$ cat src/logic/ext_irq_pkg.sv
`default_nettype none
package ext_irq_pkg;
  localparam int NUM_EXT = 8;
  localparam int NUM_LINES = 9;
  localparam int NMI_BIT = 8;
  localparam int SCAN_PINS = 8;
  localparam int IDX_W = 3;
  localparam int SCAN_PRESCALE_W = 5;
  localparam int STEP_W = 33;
  localparam int CLK_HZ = 250_000_000;
  localparam int LF_CLK_HZ = 32_000;
  localparam int LF_DIV_CYCLES = CLK_HZ / LF_CLK_HZ;
  localparam int RC_CLK_HZ_DEFAULT = 100_000;
  localparam logic [NUM_LINES-1:0] LINE_RST = 9'h000;
  localparam logic [IDX_W-1:0] IDX_FIRST = 3'h0;
  localparam logic [IDX_W-1:0] IDX_LAST = 3'h7;
  localparam logic [STEP_W-1:0] STEP_ONE = 33'h0_0000_0001;
endpackage : ext_irq_pkg
`default_nettype wire

$ cat src/logic/tick_divider.sv
`timescale 1ns/100ps
`default_nettype none
module tick_divider #(
  parameter int DIV = 2
) (
  input wire logic ref_clk,
  input wire logic rstn,
  output logic tick
);
  localparam int CW = $clog2(DIV + 1);
  localparam logic [CW-1:0] LAST = CW'(DIV - 1);
  logic [CW-1:0] cnt_reg;
  logic [CW-1:0] cnt_next;
  logic tick_reg;
  logic tick_next;

  always_comb begin
    tick_next = (cnt_reg == LAST);
    cnt_next = tick_next ? '0 : cnt_reg + CW'(1);
  end

  always_ff @(posedge ref_clk or negedge rstn) begin
    if (!rstn) begin
      cnt_reg <= '0;
      tick_reg <= 1'b0;
    end else begin
      cnt_reg <= cnt_next;
      tick_reg <= tick_next;
    end
  end

  assign tick = tick_reg;
endmodule : tick_divider
`default_nettype wire

$ cat src/logic/line_detect.sv
`timescale 1ns/100ps
`default_nettype none
module line_detect (
  input wire logic ref_clk,
  input wire logic rstn,
  input wire logic pin_sync,
  input wire logic sample_en,
  input wire logic line_active,
  input wire logic sense_level,
  input wire logic edge_rise,
  input wire logic level_high,
  input wire logic filter_on,
  input wire logic async_on,
  output logic trig
);
  logic cand_reg;
  logic cand_next;
  logic val_reg;
  logic val_next;
  logic prev_reg;
  logic prev_next;
  logic use_filt;
  logic level_eff;
  logic pol;

  always_comb begin
    use_filt = filter_on & ~async_on; // RL8
    level_eff = sense_level | async_on; // RL4 RL8
    pol = sense_level ? level_high : edge_rise; // RL5 RL6
    cand_next = cand_reg;
    val_next = val_reg;
    prev_next = val_reg;
    if (sample_en) begin
      cand_next = pin_sync;
      // Filtered value moves only after two equal samples
      val_next = (use_filt && pin_sync != cand_reg) ? val_reg : pin_sync; // RL7
    end
  end

  always_ff @(posedge ref_clk or negedge rstn) begin
    if (!rstn) begin
      // Pulled-up pin idles high; a low reset value would fake an edge
      cand_reg <= 1'b1;
      val_reg <= 1'b1;
      prev_reg <= 1'b1;
    end else begin
      cand_reg <= cand_next;
      val_reg <= val_next;
      prev_reg <= prev_next;
    end
  end

  assign trig = line_active & (level_eff ? (val_reg == pol) : (val_reg != prev_reg && val_reg == pol)); // RL4
endmodule : line_detect
`default_nettype wire

$ cat src/logic/ext_irq_unit.sv
// Overview of operation
// RL1 - Line enable/disable strobes set or clear enables; enabled state is readable.
// RL2 - Irq enable/disable strobes unmask or mask lines; mask state is readable.
// RL3 - Trigger sets status flag; it stays until the clear strobe bit.
// RL4 - Sense-type bit: zero edge detection, one level detection.
// RL5 - Edge lines: polarity zero falling, one rising.
// RL6 - Level lines: polarity zero low level, one high level.
// RL7 - Per-line spike filter enabled by its filter bit.
// RL8 - Asynchronous lines: edge treated as level, filter disabled.
// RL9 - Normally pins sampled on the core clock; shorter pulses may be missed.
// RL10 - In stop mode synchronous lines sampled by the low-frequency tick.
// RL11 - In static mode only asynchronous lines stay active and wake.
// RL12 - Trigger wakes the part; unmasked lines go to handler, else resume.
// RL13 - Non-maskable line has all features and drives the NMI request.
// RL14 - All lines disabled after reset.
// RL15 - Scan enable starts scanning with only output zero driven low.
// RL16 - Low position advances every 2^(prescale+1) RC cycles, wrapping.
// RL17 - Scanning halts while any request is active; index stays readable.
// RL18 - Software wires rows to pulled-up pins with low or falling sense.
// RL19 - Each pin has its own independently maskable request.
// RL20 - Three-bit read-only index of the driven-low scan output.
// RL21 - Five-bit prescale selects the scan step period.
// RL22 - Request asserted while flag and mask are both set, NMI likewise.
// RL23 - Synchronous lines pass a two-stage synchroniser before detection.
`timescale 1ns/100ps
`default_nettype none
module ext_irq_unit #(
  parameter int LF_DIV = ext_irq_pkg::LF_DIV_CYCLES,
  parameter int RC_DIV = ext_irq_pkg::CLK_HZ / ext_irq_pkg::RC_CLK_HZ_DEFAULT
) (
  input wire logic ref_clk,
  input wire logic rstn,
  input wire logic [ext_irq_pkg::NUM_LINES-1:0] ext_irq_pin_n,
  input wire logic [ext_irq_pkg::NUM_LINES-1:0] line_enable_strobe,
  input wire logic [ext_irq_pkg::NUM_LINES-1:0] line_disable_strobe,
  input wire logic [ext_irq_pkg::NUM_LINES-1:0] irq_enable_strobe,
  input wire logic [ext_irq_pkg::NUM_LINES-1:0] irq_disable_strobe,
  input wire logic [ext_irq_pkg::NUM_LINES-1:0] irq_clear_strobe,
  input wire logic [ext_irq_pkg::NUM_LINES-1:0] sense_type,
  input wire logic [ext_irq_pkg::NUM_LINES-1:0] edge_polarity,
  input wire logic [ext_irq_pkg::NUM_LINES-1:0] level_polarity,
  input wire logic [ext_irq_pkg::NUM_LINES-1:0] filter_enable,
  input wire logic [ext_irq_pkg::NUM_LINES-1:0] async_select,
  input wire logic test_enable,
  input wire logic [ext_irq_pkg::NUM_LINES-1:0] test_trigger,
  input wire logic stop_mode,
  input wire logic static_mode,
  input wire logic scan_enable,
  input wire logic [ext_irq_pkg::SCAN_PRESCALE_W-1:0] scan_prescale,
  output logic [ext_irq_pkg::NUM_LINES-1:0] line_enabled,
  output logic [ext_irq_pkg::NUM_LINES-1:0] irq_mask_view,
  output logic [ext_irq_pkg::NUM_LINES-1:0] irq_status_flags,
  output logic [ext_irq_pkg::NUM_EXT-1:0] irq_req,
  output logic nmi_req,
  output logic wake,
  output logic wake_to_handler,
  output logic [ext_irq_pkg::SCAN_PINS-1:0] scan_out,
  output logic [ext_irq_pkg::SCAN_PINS-1:0] scan_oe,
  output logic [ext_irq_pkg::IDX_W-1:0] scan_index
);
  import ext_irq_pkg::*;

  logic [NUM_LINES-1:0] sync1_reg;
  logic [NUM_LINES-1:0] sync2_reg;
  logic lf_tick;
  logic rc_tick;
  logic [NUM_LINES-1:0] det_vec;
  logic [NUM_LINES-1:0] trig_vec;
  logic [NUM_LINES-1:0] en_set;

  logic [NUM_LINES-1:0] enabled_reg;
  logic [NUM_LINES-1:0] enabled_next;
  logic [NUM_LINES-1:0] mask_reg;
  logic [NUM_LINES-1:0] mask_next;
  logic [NUM_LINES-1:0] flags_reg;
  logic [NUM_LINES-1:0] flags_next;
  logic [NUM_EXT-1:0] req_reg;
  logic [NUM_EXT-1:0] req_next;
  logic nmi_reg;
  logic nmi_next;
  logic wake_reg;
  logic wake_next;
  logic wake_h_reg;
  logic wake_h_next;
  logic req_any;

  logic [STEP_W-1:0] step_cnt_reg;
  logic [STEP_W-1:0] step_cnt_next;
  logic [IDX_W-1:0] idx_reg;
  logic [IDX_W-1:0] idx_next;
  logic [SCAN_PINS-1:0] oe_reg;
  logic [SCAN_PINS-1:0] oe_next;
  logic [STEP_W-1:0] step_last;
  logic step;

  // Pins are asynchronous to the core clock
  always_ff @(posedge ref_clk or negedge rstn) begin
    if (!rstn) begin
      // Idle level of pulled-up pins, so no false edge after reset
      sync1_reg <= '1;
      sync2_reg <= '1;
    end else begin
      sync1_reg <= ext_irq_pin_n; // RL23
      sync2_reg <= sync1_reg; // RL23
    end
  end

  tick_divider #(
    .DIV(LF_DIV)
  ) u_lf_div (
    .ref_clk(ref_clk),
    .rstn(rstn),
    .tick(lf_tick)
  );

  tick_divider #(
    .DIV(RC_DIV)
  ) u_rc_div (
    .ref_clk(ref_clk),
    .rstn(rstn),
    .tick(rc_tick)
  );

  // The clock is never truly gated here, so the asynchronous path is only
  // modelled: it keeps the synchroniser but bypasses filter and edge logic.
  generate
    for (genvar i = 0; i < NUM_LINES; i++) begin : g_line
      line_detect u_det (
        .ref_clk(ref_clk),
        .rstn(rstn),
        .pin_sync(sync2_reg[i]),
        .sample_en(async_select[i] | ~stop_mode | lf_tick), // RL9 RL10
        .line_active(enabled_reg[i] & (async_select[i] | ~static_mode)), // RL11
        .sense_level(sense_type[i]),
        .edge_rise(edge_polarity[i]),
        .level_high(level_polarity[i]),
        .filter_on(filter_enable[i]),
        .async_on(async_select[i]),
        .trig(det_vec[i])
      );
    end
  endgenerate

  always_comb begin
    en_set = line_enable_strobe & ~line_disable_strobe;
    trig_vec = det_vec | (test_enable ? (test_trigger & enabled_reg) : '0);
    // Disable wins when both strobes hit the same bit
    enabled_next = (enabled_reg | en_set) & ~line_disable_strobe; // RL1
    mask_next = (mask_reg | irq_enable_strobe) & ~irq_disable_strobe; // RL2 RL19
    flags_next = (flags_reg & ~irq_clear_strobe) | trig_vec; // RL3
    req_next = flags_reg[NUM_EXT-1:0] & mask_reg[NUM_EXT-1:0]; // RL22 RL19
    nmi_next = flags_reg[NMI_BIT] & mask_reg[NMI_BIT]; // RL13 RL22
    wake_next = |trig_vec; // RL12
    wake_h_next = |(trig_vec & mask_reg); // RL12
  end

  always_ff @(posedge ref_clk or negedge rstn) begin
    if (!rstn) begin
      enabled_reg <= LINE_RST; // RL14
      mask_reg <= LINE_RST;
      flags_reg <= LINE_RST;
      req_reg <= '0;
      nmi_reg <= 1'b0;
      wake_reg <= 1'b0;
      wake_h_reg <= 1'b0;
    end else begin
      enabled_reg <= enabled_next;
      mask_reg <= mask_next;
      flags_reg <= flags_next;
      req_reg <= req_next;
      nmi_reg <= nmi_next;
      wake_reg <= wake_next;
      wake_h_reg <= wake_h_next;
    end
  end

  assign req_any = (|req_reg) | nmi_reg;

  // Wide counter so the largest prescale still fits
  always_comb begin
    step_last = (STEP_ONE << (STEP_W'(scan_prescale) + STEP_ONE)) - STEP_ONE; // RL16 RL21
    step = scan_enable && !req_any && rc_tick && step_cnt_reg == step_last;
    step_cnt_next = step_cnt_reg;
    idx_next = idx_reg;
    if (!scan_enable) begin
      step_cnt_next = '0;
      idx_next = IDX_FIRST; // RL15
    end else if (!req_any && rc_tick) begin // RL17
      step_cnt_next = step ? '0 : step_cnt_reg + STEP_ONE;
      if (step) begin
        idx_next = (idx_reg == IDX_LAST) ? IDX_FIRST : idx_reg + IDX_W'(1); // RL16
      end
    end
    oe_next = scan_enable ? (SCAN_PINS'(1) << idx_next) : '0; // RL15
  end

  always_ff @(posedge ref_clk or negedge rstn) begin
    if (!rstn) begin
      step_cnt_reg <= '0;
      idx_reg <= IDX_FIRST;
      oe_reg <= '0;
    end else begin
      step_cnt_reg <= step_cnt_next;
      idx_reg <= idx_next;
      oe_reg <= oe_next;
    end
  end

  assign line_enabled = enabled_reg; // RL1
  assign irq_mask_view = mask_reg; // RL2
  assign irq_status_flags = flags_reg; // RL3
  assign irq_req = req_reg;
  assign nmi_req = nmi_reg;
  assign wake = wake_reg;
  assign wake_to_handler = wake_h_reg;
  assign scan_out = '0;
  assign scan_oe = oe_reg;
  assign scan_index = idx_reg; // RL20

  AST_ENABLE_SET: // RL1
  assert property (@(posedge ref_clk) disable iff (!rstn)
    en_set != '0 |=> (line_enabled & $past(en_set)) == $past(en_set))
    else $error("line enable strobe not applied");

  AST_MASK_CLEAR: // RL2
  assert property (@(posedge ref_clk) disable iff (!rstn)
    irq_disable_strobe != '0 |=> (irq_mask_view & $past(irq_disable_strobe)) == '0)
    else $error("irq disable strobe not applied");

  AST_FLAG_HOLD: // RL3
  assert property (@(posedge ref_clk) disable iff (!rstn)
    1'b1 |=> (($past(irq_status_flags) & ~$past(irq_clear_strobe)) & ~irq_status_flags) == '0)
    else $error("status flag dropped without clear");

  AST_SET_WINS: // RL3
  assert property (@(posedge ref_clk) disable iff (!rstn)
    trig_vec != '0 |=> (irq_status_flags & $past(trig_vec)) == $past(trig_vec))
    else $error("trigger lost");

  AST_REQ_FORM: // RL22
  assert property (@(posedge ref_clk) disable iff (!rstn)
    ##1 irq_req == $past(irq_status_flags[NUM_EXT-1:0] & irq_mask_view[NUM_EXT-1:0]))
    else $error("request not flag and mask");

  AST_NMI_REQ: // RL13
  assert property (@(posedge ref_clk) disable iff (!rstn)
    (irq_status_flags[NMI_BIT] && irq_mask_view[NMI_BIT]) |=> nmi_req)
    else $error("nmi request missing");

  AST_DISABLED_QUIET: // RL14
  assert property (@(posedge ref_clk) disable iff (!rstn)
    1'b1 |=> ((irq_status_flags & ~$past(irq_status_flags)) & ~$past(line_enabled)) == '0)
    else $error("disabled line flagged");

  AST_STATIC_ASYNC: // RL11
  assert property (@(posedge ref_clk) disable iff (!rstn)
    (static_mode && !test_enable) |=> ((irq_status_flags & ~$past(irq_status_flags)) & ~$past(async_select)) == '0)
    else $error("sync line flagged in static mode");

  AST_SCAN_HOLD: // RL17
  assert property (@(posedge ref_clk) disable iff (!rstn)
    (req_any && scan_enable) |=> scan_index == $past(scan_index))
    else $error("scan moved during request");

  AST_SCAN_WRAP: // RL16
  assert property (@(posedge ref_clk) disable iff (!rstn)
    (step && scan_index == IDX_LAST) |=> scan_index == IDX_FIRST)
    else $error("scan did not wrap");

  AST_SCAN_ONE_LOW: // RL15
  assert property (@(posedge ref_clk) disable iff (!rstn)
    scan_enable ##1 scan_enable |-> scan_oe == (SCAN_PINS'(1) << scan_index))
    else $error("scan drive pattern wrong");

  AST_LINE_OFF: // RL1
  assert property (@(posedge ref_clk) disable iff (!rstn)
    line_disable_strobe != '0 |=> (line_enabled & $past(line_disable_strobe)) == '0)
    else $error("line disable strobe not applied");

  AST_MASK_SET: // RL2
  assert property (@(posedge ref_clk) disable iff (!rstn)
    (irq_enable_strobe & ~irq_disable_strobe) != '0 |=>
      (irq_mask_view & $past(irq_enable_strobe)) == $past(irq_enable_strobe & ~irq_disable_strobe))
    else $error("irq enable strobe not applied");

  AST_WAKE_ANY: // RL12
  assert property (@(posedge ref_clk) disable iff (!rstn)
    trig_vec != '0 |=> wake)
    else $error("trigger did not wake");

  AST_WAKE_MASKED: // RL12
  assert property (@(posedge ref_clk) disable iff (!rstn)
    (trig_vec & irq_mask_view) == '0 |=> !wake_to_handler)
    else $error("handler wake without unmasked trigger");

  AST_NMI_OFF: // RL22
  assert property (@(posedge ref_clk) disable iff (!rstn)
    !(irq_status_flags[NMI_BIT] && irq_mask_view[NMI_BIT]) |=> !nmi_req)
    else $error("nmi request without flag and mask");

  AST_SCAN_STEP: // RL16
  assert property (@(posedge ref_clk) disable iff (!rstn)
    (step && scan_index != IDX_LAST) |=> scan_index == $past(scan_index) + IDX_W'(1))
    else $error("scan did not advance");

  AST_SCAN_OFF: // RL15
  assert property (@(posedge ref_clk) disable iff (!rstn)
    !scan_enable |=> (scan_oe == '0 && scan_index == IDX_FIRST))
    else $error("scan not idle while disabled");
endmodule : ext_irq_unit
`default_nettype wire

$ cat config.mk
export PLATFORM = sky130hd
export DESIGN_NAME = ext_irq_unit
export DESIGN_NICKNAME = d
export VERILOG_FILES = /design/src/logic/ext_irq_pkg.sv /design/src/logic/tick_divider.sv /design/src/logic/line_detect.sv /design/src/logic/ext_irq_unit.sv
export SDC_FILE = /design/constraint.sdc
export NUM_CORES = 1
export LEC_CHECK = 0
export BUFFER_PORTS_ARGS = -buffer_cell sky130_fd_sc_hd__buf_2
export CAP_MARGIN = 10
export CORE_ASPECT_RATIO = 0.8
export CORE_MARGIN = 5
export CORE_UTILIZATION = 50
export DETAILED_ROUTE_END_ITERATION = 12
export PLACE_DENSITY = 0.74
export SLEW_MARGIN = 40
export SYNTH_ARGS = -nofsm -noshare
export SYNTH_HDL_FRONTEND = slang
export SYNTH_HIERARCHICAL = 1
export SYNTH_SLANG_ARGS = --single-unit
$ cat constraint.sdc
create_clock -name ref_clk -period 4.5 [get_ports ref_clk]
set_input_delay 0.9 -clock ref_clk [delete_from_list [all_inputs] [get_ports ref_clk]]
set_output_delay 0.9 -clock ref_clk [all_outputs]
set_load 0.005 [all_outputs]
---- Yosys cells after proc, flatten, opt, wreduce, memory -nomap -nowiden ----
Index checks and enable logic that the tools add are counted.
word-level totals
  bits in registers ....................... 154
  bits in latches ......................... 0
  memory bits (writable) .................. 0
  memory bits (read-only) ................. 0
  input port bits ......................... 119
  word-level logic and storage cells ...... 246
  memories ................................ 0
operators by class
  add/subtract/negate cells ............... 6
  multiply operators ...................... 0
  divide/modulo/power cells ............... 0
  order comparisons ....................... 0
  equal/unequal tests ..................... 32
  shifts and indexed selects .............. 2
  mux-type cells .......................... 29
  bitwise gates (word level) .............. 99
  reduce and logical (&&, ||, !) cells .... 35
operators with widths
  kind                                                                  number
  33-bit 2-to-1 mux                                                     3
  9-bit bitwise AND                                                     6
  1-bit OR                                                              37
  9-bit OR                                                              4
  33-bit by 1-bit adder with 33-bit output, second input constant       1
  33-bit equality test                                                  1
  1-bit by 6-bit << shifter with 33-bit output, first input constant    1
  33-bit by 1-bit subtractor with 33-bit output, second input constant  1
  1-bit bitwise AND                                                     28
  9-bit inverter                                                        3
  1-bit logical AND                                                     22
  1-bit inverter                                                        20
  1-bit 2-to-1 mux                                                      18
  1-bit != test                                                         18
  2-bit AND reduction                                                   9
  9-bit OR reduction                                                    2
  13-bit by 1-bit adder with 13-bit output, second input constant       1
  13-bit equality test, second input constant                           1
  13-bit 2-to-1 mux                                                     1
  12-bit by 1-bit adder with 12-bit output, second input constant       1
  12-bit equality test, second input constant                           1
  12-bit 2-to-1 mux                                                     1
  3-bit 2-to-1 mux                                                      4
  1-bit equality test                                                   9
  other kinds (10)                                                      10

---- Logic depth before layout (Yosys ltp) ----
Gate-level depths: netlist of the first run.
  depth in word-level cells ............... 11
  depth in mapped cells ................... 17
  gate-level depth less buffers ........... 12

---- Hierarchy ----
The synthesis of the first run kept the hierarchy.
by module, submodules not included
  module                    instances  cells an instance  area each (um^2)  sequential area each (um^2)
  ext_irq_unit              1          690                5908.2            2524.9
  line_detect               9          14                 162.7             78.8
  tick_divider at u_lf_div  1          61                 663.1             350.3
  tick_divider at u_rc_div  1          52                 608.1             325.3

---- Worst setup path after synthesis of the first run ----
No wires, ideal clock.
  kind .................................... input to register
  from .................................... input port scan_prescale[0] in the netlist's numbering
  to ...................................... register oe_reg[0], in the netlist scan_oe[0]
  setup time .............................. 0.078 ns
  arrival ................................. 3.968 ns
  data required time ...................... 4.422 ns
  setup slack ............................. 0.455 ns
  cell stages on the path ................. 16
  cells stage by stage .................... buf_6 -> or3_4 -> nor2_4 -> inv_2 -> ha_1 -> clkbuf_1 -> buf_2 -> xnor2_1 -> a21oi_1 -> a2111oi_0 -> nand4_1 -> nor4_1 -> nand4_1 -> buf_4 -> or4_1 -> a21oi_1
between the ends
  word-level cells in the longest chain between the ends .. 10
ends and longest elaborated chain
  element                                        RTL line             source
  start: declaration                             ext_irq_unit.sv:49   input wire logic [ext_irq_pkg::SCAN_PRESCALE_W-1:0] scan_prescale,
  5-bit by 1-bit adder with 6-bit output         ext_irq_unit.sv:181  step_last = (STEP_ONE << (STEP_W'(scan_prescale) + STEP_ONE)) - STEP_ONE;
  1-bit by 6-bit << shifter with 33-bit output   ext_irq_unit.sv:181
  33-bit by 1-bit subtractor with 33-bit output  ext_irq_unit.sv:181
  33-bit equality test                           ext_irq_unit.sv:182  step = scan_enable && !req_any && rc_tick && step_cnt_reg == step_last;
  1-bit logical AND                              ext_irq_unit.sv:182
  3-bit 2-to-1 mux                               ext_irq_unit.sv:190  if (step) begin
  3-bit 2-to-1 mux                               ext_irq_unit.sv:188  end else if (!req_any && rc_tick) begin
  3-bit 2-to-1 mux                               ext_irq_unit.sv:185  if (!scan_enable) begin
  1-bit by 3-bit << shifter with 8-bit output    ext_irq_unit.sv:194  oe_next = scan_enable ? (SCAN_PINS'(1) << idx_next) : '0;
  8-bit 2-to-1 mux                               ext_irq_unit.sv:194
  via oe_next[0]                                 ext_irq_unit.sv:92   logic [SCAN_PINS-1:0] oe_next;
  end signal: assignment                         ext_irq_unit.sv:205  oe_reg <= oe_next;
  end: declaration                               ext_irq_unit.sv:91   logic [SCAN_PINS-1:0] oe_reg;
The timed path passes the listed nets, and every way through them passes these cells.
A chain may end at the register's enable or synchronous reset.

---- Final worst setup path of the first run ----
  from .................................... input port scan_prescale[0] in the netlist's numbering
  to ...................................... register oe_reg[4], in the netlist scan_oe[4]
The elaborated chain is that of the path after synthesis.

==> results of run 1 <==
==> cell families after synthesis <==
family	synth area share [%]
muxes	3.29
and+or+nand+nor	23.5
other	0.0869
DFF	45.2
xor gates and xnor gates	5.79
adders and majority gates	0.869
AOI/OAI and AO/OA	15.2
buffers and inverters	6.01
==> worst register-to-register path: stages, from the launching register on <==
cell     delay (ps)
dfrtp_1         520
and3_1          240
or4b_1          570
nor4_1          460
or3b_1          450
nor2_1          250
nand3_1         140
xor2_1          160
o21ai_1         150
==> worst min-delay path by stage <==
stage                      start                to  depth (start not counted)
detailed placement  sync1_reg[5]      sync2_reg[5]                          0
floorplan           sync1_reg[0]      sync2_reg[0]                          0
global placement    sync1_reg[6]      sync2_reg[6]                          0
finish                      rstn  irq_mask_view[5]                          1
CTS                 sync1_reg[3]      sync2_reg[3]                          0
global route        sync1_reg[5]      sync2_reg[5]                          0
==> metal layers <==
metal	routed length (um)	share of wire [%]	track usage (%)
met4	403	1.8	6.73
met2	10700	47	36.4
met5	7	0.030	0
met1	9980	43	32.6
met3	1860	8.1	6.47
==> cells in the final DEF, fill, tap and decap left out, types with 6 or more instances in the layout <==
cell | netlist | final
nor2_1 | 69 | 68
or3_1 | 11 | 11
o211ai_1 | 7 | 7
o31ai_1 | 12 | 12
nor3_1 | 26 | 26
a21boi_0 | 9 | 9
nand2b_1 | 11 | 11
and3_1 | 21 | 21
conb_1 | 2 | 9
nand4b_1 | 11 | 11
nand2_1 | 85 | 85
or4_1 | 10 | 10
o311a_1 | 9 | 9
o21ai_0 | 51 | 51
buf_2 | 13 | 166
and2_1 | 10 | 10
a31oi_1 | 20 | 20
nor4_1 | 13 | 13
xnor2_1 | 20 | 20
o311ai_0 | 9 | 9
clkbuf_16 | 0 | 18
buf_4 | 9 | 14
ha_1 | 6 | 6
a21oi_1 | 26 | 26
dfstp_2 | 45 | 45
dfrtp_1 | 109 | 109
mux2i_1 | 16 | 16
mux2_2 | 10 | 10
o21a_1 | 6 | 6
o21ai_1 | 13 | 13
xor2_1 | 32 | 32
inv_1 | 56 | 56
nand3_1 | 51 | 51
nand4_1 | 16 | 16
==> Yosys cell counts (4+ instances only) <==
| master | count | area share (%) |
|---|---|---|
| and2_1 | 10 | 0.72 |
| ha_1 | 6 | 0.87 |
| buf_2 | 13 | 0.75 |
| o21ai_0 | 51 | 3.0 |
| o311ai_0 | 9 | 0.91 |
| nor3_1 | 26 | 1.5 |
| xnor2_1 | 20 | 2.0 |
| o21a_1 | 6 | 0.52 |
| buf_6 | 5 | 0.65 |
| or4_1 | 10 | 0.87 |
| nand4b_1 | 11 | 1.1 |
| a21oi_1 | 26 | 1.5 |
| nand2_1 | 85 | 3.7 |
| dfstp_2 | 45 | 14 |
| nand2b_1 | 11 | 0.80 |
| mux2i_1 | 16 | 1.9 |
| and3_1 | 21 | 1.5 |
| o31ai_1 | 12 | 1.0 |
| mux2_2 | 10 | 1.3 |
| nor3b_1 | 4 | 0.35 |
| nand4_1 | 16 | 1.2 |
| nand3_1 | 51 | 3.0 |
| a21boi_0 | 9 | 0.78 |
| nor4_1 | 13 | 0.94 |
| o2111ai_1 | 4 | 0.41 |
| inv_1 | 56 | 2.4 |
| o211ai_1 | 7 | 0.61 |
| nor2_1 | 69 | 3.0 |
| buf_4 | 9 | 0.78 |
| o21ai_1 | 13 | 0.75 |
| nor2b_1 | 5 | 0.36 |
| a31oi_1 | 20 | 1.4 |
| or3_1 | 11 | 0.80 |
| clkbuf_1 | 28 | 1.2 |
| dfrtp_1 | 109 | 32 |
| o311a_1 | 9 | 1.0 |
| o22ai_1 | 4 | 0.29 |
| xor2_1 | 32 | 3.2 |
==> per-stage QoR <==
stage,setup slack [ps],hold slack (ps)
finish,657,357
global route,413,358
CTS,668,357
detailed placement,222,347
global placement,292,346
floorplan,455,345
==> final cells by class <==
type                       instances  area share [%]
sequential                       154            38.3
antenna                            1          0.0245
timing repair buffer             182            9.57
tap                              225            2.75
inverter                          58            2.13
clock buffer                      19            4.44
clock inverter                    13            1.27
multi-input combinational        667            41.5
==> power by group <==
part           switching [uW]  internal [uW]  leakage (uW)
clock network             608            809      0.000288
logic                     214            170       0.00248
registers                66.1           1490       0.00192
total                     888           2470       0.00469
==> flow_summary.toml, run 1 <==
[placement]
io_buffers = 167
dp_hpwl_um = 16900
dp.cells = 1285
gp_congestion = 0.922
place_area_mm2 = 0.00961

[setup_path]
r2r_start = "step_cnt_reg[5]"
start_kind = "input port"
reg2reg_depth = 8
arrival_ps = 4190
r2r_setup_slack_ps = 1510
slowest_delay_ps = 560
worstSetupStartpoint = "scan_prescale[0]"
worst-path-stages = 13
crit_path_top_delay_cell = "or4b_1"
required_ps = 4850
path_buf_inv = 2
r2r-end = "step_cnt_reg[31]"
crit_type = "in2reg"
cp_top_family = "simple AND/OR/NAND/NOR gates"
critPathCapture = "scan_oe[4]"
crit_chain = "buf_2, or3_4, nor2_4, inv_2, ha_1, nor4b_1, o41ai_1, xor2_1, o21ai_0, nor4_1, nand4_1, or4b_1, a21oi_1"
endpoint_kind = "flip-flop"
crit_fanout = 8

[finish]
final_cells = 1319
multiInputGateArea_mm2 = 0.00425
area_growth_pct = 18.2
fillers = 1474
nets = 1205
final-seq-area_mm2 = 0.00391
fin_area_mm2 = 0.0102
utilization_pct = 59.5
largest_register_ffs = 33
drive_gt1_share_pct = 26.4

[sta]
max-slew-margin-rel_pct = 55.4
setup_viol = 0
fmax_mhz = 260
period_needed_ps = 3840
finalClockSkew_ps = 9.66
worst_pin_slew_ps = 662
finalMaxSlewViolations = 0
hold_violations = 0
fin_crit_sh_pct = 85.4
tns_ps = 0
rsz0062_at_grt = "false"

[floorplan]
rows = 43
fp.dieH_um = 128
die_area_mm2 = 0.0200
die-width_um = 157
io_pins = 176
core_mm2 = 0.0172
initial_utilization_pct = 50.4

[drt]
drt_iter0_drc = 539
route.detailed.drc = 0
routed_wl_um = 23000
post_drt_via_cell_ratio = 5.79
drtPass1Iterations = 8
wire_per_inst_um = 17.4
ant_nets = 0
vias = 7632

[clock_network]
cts.path.max_buffers = 2
cts_resized = 0
cts.sinks = 154
clk_pin_slew_ps = 70
clock_latency_ps = 430
cts_setup_buffers = 0
htreeDepth = 4
cts_tree = "done"
hold_buffers = 0
cts-root-buf = "clkbuf_16"
cts_made_buffers = 17

[yosys]
avgSynthCellArea_um2 = 9.30
yosysSeqAreaShare_pct = 45.2
ys_ff_latch = 154
ys_warn_count = 6
synth-main-ff-cell = "dfrtp_1"
async_flop_share_pct = 100
synth_area_mm2 = 0.00864
synth-edff-count = 0
synth.distinct_cells = 81
synthCells = 929

[pwr]
p_leak_uw = 0.00469
power.total_uw = 3350
ir_drop_mv = 0.322
p_per_area_mw_per_mm2 = 328

[global_route]
grt_remaining_overflow = 0
grt_max_degree = 104
grt_pass1_wl_um = 37600
track_usage_pct = 23.5
antenna_found_initial = 2
grt_pass1_vias = 7388

[worst_hold_path]
worstHoldPathType = "in2async"

[run_status]
status = "finished clean"

[flow_run]
max-cap-violations = 0
No activity file was read; power rests on OpenSTA's default activity.
==> run 2, diff against run 1 <==
Settings changed: ABC_AREA from default to 1, PLACE_DENSITY 0.74 to 0.73.
==> flow_summary.toml, run 2 <==
[finish]
layout_common_cells = "nand2_1 (355), inv_1 (210), nor2_1 (174)"
antennaDiodeCount = 0
largest_register_ffs = 33
drive_gt1_share_pct = 22.2
nets = 1637
fin_area_mm2 = 0.0114
final_common_cell = "nand2_1"
area_growth_pct = 17.0

[setup_path]
r2r_setup_slack_ps = 1690
r2r-end = "step_cnt_reg[21]"
start_kind = "input port"
crit_fanout = 26
r2r_start = "step_cnt_reg[3]"
arrival_ps = 3720
required_ps = 4790
endpoint_kind = "flip-flop"
crit_type = "in2reg"
reg2reg_depth = 12

[worst_hold_path]
holdPathStages = 0
worstHoldPathType = "reg2reg"
hold_path_end = "sync2_reg[1]"
min-delay-start = "sync1_reg[1]"

[clock_network]
clk_pin_slew_ps = 70
cts_made_buffers = 17
cts_setup_buffers = 0
hold_buffers = 0
cts_resized = 0
cts.path.max_buffers = 2
cts_tree = "done"
cts.sinks = 154
clock_latency_ps = 430
htreeDepth = 4
cts-root-buf = "clkbuf_16"

[placement]
post-place-ws_ps = 655
place_area_mm2 = 0.0108
gp_congestion = 1.01
dp_hpwl_um = 21500
io_buffers = 167

[sta]
worst_slack_ps = 1060
fin_crit_sh_pct = 76.4
hold_violations = 0
worst_pin_slew_ps = 794
period_needed_ps = 3440
setup_viol = 0
rsz0062_at_grt = "false"
finalClockSkew_ps = 14.1
max-slew-margin-rel_pct = 46.8
fmax_mhz = 291
tns_ps = 0
finalMaxSlewViolations = 0

[yosys]
avgSynthCellArea_um2 = 7.29
async_flop_share_pct = 100
yosysSeqAreaShare_pct = 40.2
synthCells = 1335
yosysMostFrequentCell = "nand2_1"
synth.largest_area_cell = "dfrtp_1"
synth_commonest_cells = "nand2_1 (355), inv_1 (210), nor2_1 (174)"
synth_area_mm2 = 0.00973
netlist.area_leader.share_pct = 28.0
ys_warn_count = 6
ys_ff_latch = 154
synth-main-ff-cell = "dfrtp_1"
synth-edff-count = 0
synth.distinct_cells = 49
synthTopCellsByArea = "dfrtp_1 (28%), nand2_1 (14%), dfstp_2 (12%)"

[drt]
drt_iter0_drc = 796
ant_nets = 0
vias = 9214
routed_wl_um = 27200
route.detailed.drc = 0
drtPass1Iterations = 6
post_drt_via_cell_ratio = 5.17
wire_per_inst_um = 15.2

[floorplan]
die-width_um = 166
io_pins = 176
initial_utilization_pct = 51.0
fp.dieH_um = 135
rows = 45
die_area_mm2 = 0.0224
core_mm2 = 0.0191

[flow_run]
max-cap-violations = 0

[pwr]
p_per_area_mw_per_mm2 = 301
p_leak_uw = 0.00586
pwr-share-comb_pct = 13.6
internal_power_uw = 2430
ir_drop_mv = 0.161
p_switching_uw = 996
power.total_uw = 3430
seqPwrFrac_pct = 44.7
pwr-share-clk_pct = 41.7
switching_share_pct = 29.1

[global_route]
grt_remaining_overflow = 0
grt_max_degree = 92
track_usage_pct = 24.5
grt_pass1_vias = 8881
antenna_found_initial = 0
grt_pass1_wl_um = 44600

[run_status]
status = "finished clean"
-- run 2: changes by cell type in the layout (fill, tap and decap cells not counted), sizes merged, moves of 14 or more --
cell   previous run  this run
inv              64       221
and3             21         0
o21ai            64        45
nor2             70       199
nand2            85       371
xnor2            20         2
nand3            51       114
xor2             32        50
a31oi            20         0
nand4            18        32
o22ai             4        27
mux2i            16         0
-- run 2: routing by layer --
metal | track usage, % | vias to the layer above | part of all wire [%]
met1 | 34.5 | 4258 | 46
met2 | 38.6 | 337 | 45
met4 | 7.15 | 0 | 2.0
li1 | - | 4585 | -
met3 | 5.09 | 34 | 6.7
met5 | 0 | - | 0
-- run 2: worst max-delay path, cell delays in order --
cell,delay [ps]
buf_2,230
inv_1,160
nand2_1,100
inv_1,50
nand3_1,110
ha_1,250
nand3_1,180
nor2_4,220
nand3_2,130
nor2_4,140
nand2_1,60
nand2_1,110
nand2_1,60
nor2_1,140
nand3_2,120
nor2_4,160
nand2_2,90
nand2_4,340
o22ai_1,150
-- run 2: worst max path at each step --
| stage | from | endpoint | slack (ps) | cells past startpoint |
|---|---|---|---|---|
| floorplan | scan_prescale[4] | step_cnt_reg[10] | 1310 | 19 |
| global placement | scan_prescale[4] | step_cnt_reg[26] | 740 | 17 |
| detailed placement | scan_prescale[2] | step_cnt_reg[26] | 660 | 19 |
| CTS | scan_prescale[2] | step_cnt_reg[26] | 1100 | 19 |
| global route | scan_prescale[2] | step_cnt_reg[29] | 770 | 19 |
| finish | scan_prescale[2] | step_cnt_reg[26] | 1060 | 19 |
-- run 2: power groups by stage --
stage	Sequential [uW]	Combinational (uW)	Clock (uW)
2_1_floorplan	1540	266	0
3_3_place_gp	1550	458	0
3_5_place_dp	1550	462	0
4_1_cts	1530	464	1440
5_1_grt	1540	526	1510
6_report	1530	464	1430
-- run 2: cell type report --
type,instances,area (um2)
timing repair buffer,171,875
clock inverter,14,149
multi-input combinational,954,4900
tap,258,323
sequential,154,3910
fill,1709,7700
inverter,214,803
clock buffer,18,429
-- run 2: logic make-up after synthesis --
group	count (synthesis)	share of synthesized area, %
AOI/OAI and AO/OA	116	8.44
buffers and inverters	234	9.81
other	2	0.0771
xor gates and xnor gates	52	4.68
DFF	154	40.2
and+or+nand+nor	771	36.1
adders and majority gates	6	0.771
-- run 2: through the flow --
stage	instances	util (%)	hold slack (ps)
3_5_place_dp	1751	56.6	347
4_1_cts	1783	59.6	351
3_3_place_gp	1751	56.6	345
2_1_floorplan	1342	-	345
5_1_grt	1783	59.6	357
6_report	1783	59.6	352
==> run 3, diff against run 2 <==
Settings changed: PLACE_DENSITY 0.73 to 0.76.
Clock period 4.5 ns to 3.1 ns, I/O delays scaled along.
==> flow_summary.toml, run 3 (same netlist as run 2, synthesis figures left out) <==
[drt]
ant_nets = 0
routed_wl_um = 27600
wire_per_inst_um = 15.1
wl_met1_um = 12200
drtPass1Iterations = 6
post_drt_via_cell_ratio = 5.21
route.detailed.drc = 0
top_layer = "met5"
vias = 9520
route.met2.wl_um = 12700
route.met3.wl_um = 2200
drt_iter0_drc = 904

[setup_path]
path_buf_inv = 4
start_kind = "input port"
r2r_setup_slack_ps = 470
arrival_ps = 3170
crit_fanout = 12
endpoint_kind = "flip-flop"
required_ps = 3410
crit_type = "in2reg"
slowest_delay_ps = 290
crit_chain = "buf_2, buf_4, nand3_1, nor2_1, nand2_2, nand2_1, nor2_2, buf_4, nand2_2, nor2_2, nand2_1, nand2_1, nor3_1, nand3_1, nor2_4, nand3_2, nand2_2, nand3_4, inv_2, nor2_1"
crit_path_top_delay_cell = "nor3_1"
cp_top_family = "simple AND/OR/NAND/NOR gates"

[pwr]
p_per_area_mw_per_mm2 = 430
p_switching_uw = 1380
switching_share_pct = 27.3
pwr-share-comb_pct = 14.1
p_leak_uw = 0.00609
pwr-share-clk_pct = 42.1
internal_power_uw = 3690
power.total_uw = 5070
seqPwrFrac_pct = 43.9
ir_drop_mv = 0.381

[floorplan]
rows = 45
die_area_mm2 = 0.0224
fp.dieH_um = 135
core_mm2 = 0.0191
io_pins = 176
initial_utilization_pct = 51.0
die-width_um = 166

[finish]
final_cells = 1828
final_common_cell = "nand2_1"
area_growth_pct = 21.1
drive_gt1_share_pct = 24.4
fillers = 1718
largest_register_ffs = 33
antennaDiodeCount = 0
nets = 1682
layout_common_cells = "nand2_1 (355), inv_1 (210), nor2_1 (174)"

[sta]
period_needed_ps = 2860
finalMaxSlewViolations = 0
worst_slack_ps = 237
max-slew-margin-rel_pct = 49.3
worst_pin_slew_ps = 758
setup_viol = 0
finalClockSkew_ps = 13.1
hold_violations = 0
fmax_mhz = 349
fin_crit_sh_pct = 92.4
rsz0062_at_grt = "false"

[clock_network]
hold_buffers = 0
cts_resized = 0
cts_tree = "done"
cts.path.max_buffers = 2
htreeDepth = 4
cts.sinks = 154
cts_made_buffers = 17
clk_pin_slew_ps = 70
cts_setup_buffers = 0
cts-root-buf = "clkbuf_16"
clock_latency_ps = 420

[global_route]
antenna_found_initial = 1
grt_pass1_wl_um = 45100
grt_remaining_overflow = 0
grt_pass1_vias = 9136
track_usage_pct = 24.6
grt_max_degree = 62

[placement]
dp_hpwl_um = 21600
io_buffers = 167
dp.cells = 1796
gp_congestion = 1.03
post-place-ws_ps = -117

[flow_run]
max-cap-violations = 0

[run_status]
status = "finished clean"

[worst_hold_path]
worstHoldPathType = "in2async"
run 3: final cells by class:
type                    count  area (um2)  area share (%)
multi-input cells         954        4900            41.5
flip-flops and latches    154        3910            33.2
repair buffers            216        1250            10.6
inverters                 214         803            6.82
clock buffers              22         474            4.02
well taps                 258         323            2.74
clock inverters            10         131            1.11
run 3: final timing paths:
check | start | end | cells after the start
max in group asynchronous | rstn | g_line[8].u_det/cand_reg | 2
min in group ref_clk | ext_irq_pin_n[2] | sync1_reg[2] | 1
worst max register to register | step_cnt_reg[0] | step_cnt_reg[32] | 10
worst min-delay path | rstn | line_enabled[3] | 1
worst max-delay path | scan_prescale[2] | scan_oe[2] | 20
worst min register to register | sync1_reg[5] | sync2_reg[5] | 0
run 3: per-stage QoR:
stage               TNS, ps  hold WS (ps)  cell area, um2  util (%)
finish                    0           172           11800      61.7
global route              0           204           11800      61.7
CTS                       0           191           11800      61.7
detailed placement    -2920           347           11200      58.6
global placement      -2580           345           11200      58.6
floorplan                 0           324            9760         -
run 3: power by group through the flow:
| stage | Sequential, uW | Combinational, uW | Clock [uW] |
|---|---|---|---|
| after CTS | 2220 | 713 | 2150 |
| after global routing | 2240 | 801 | 2250 |
| after detailed placement | 2260 | 706 | 0 |
| final | 2220 | 713 | 2130 |
| after floorplan | 2240 | 387 | 0 |
| after global placement | 2250 | 693 | 0 |
run 3: routing by layer:
metal	global-route usage [%]	up-vias
met4	6.05	2
met2	40.3	384
met3	4.83	43
met1	34.0	4433
li1	-	4658
met5	0	-
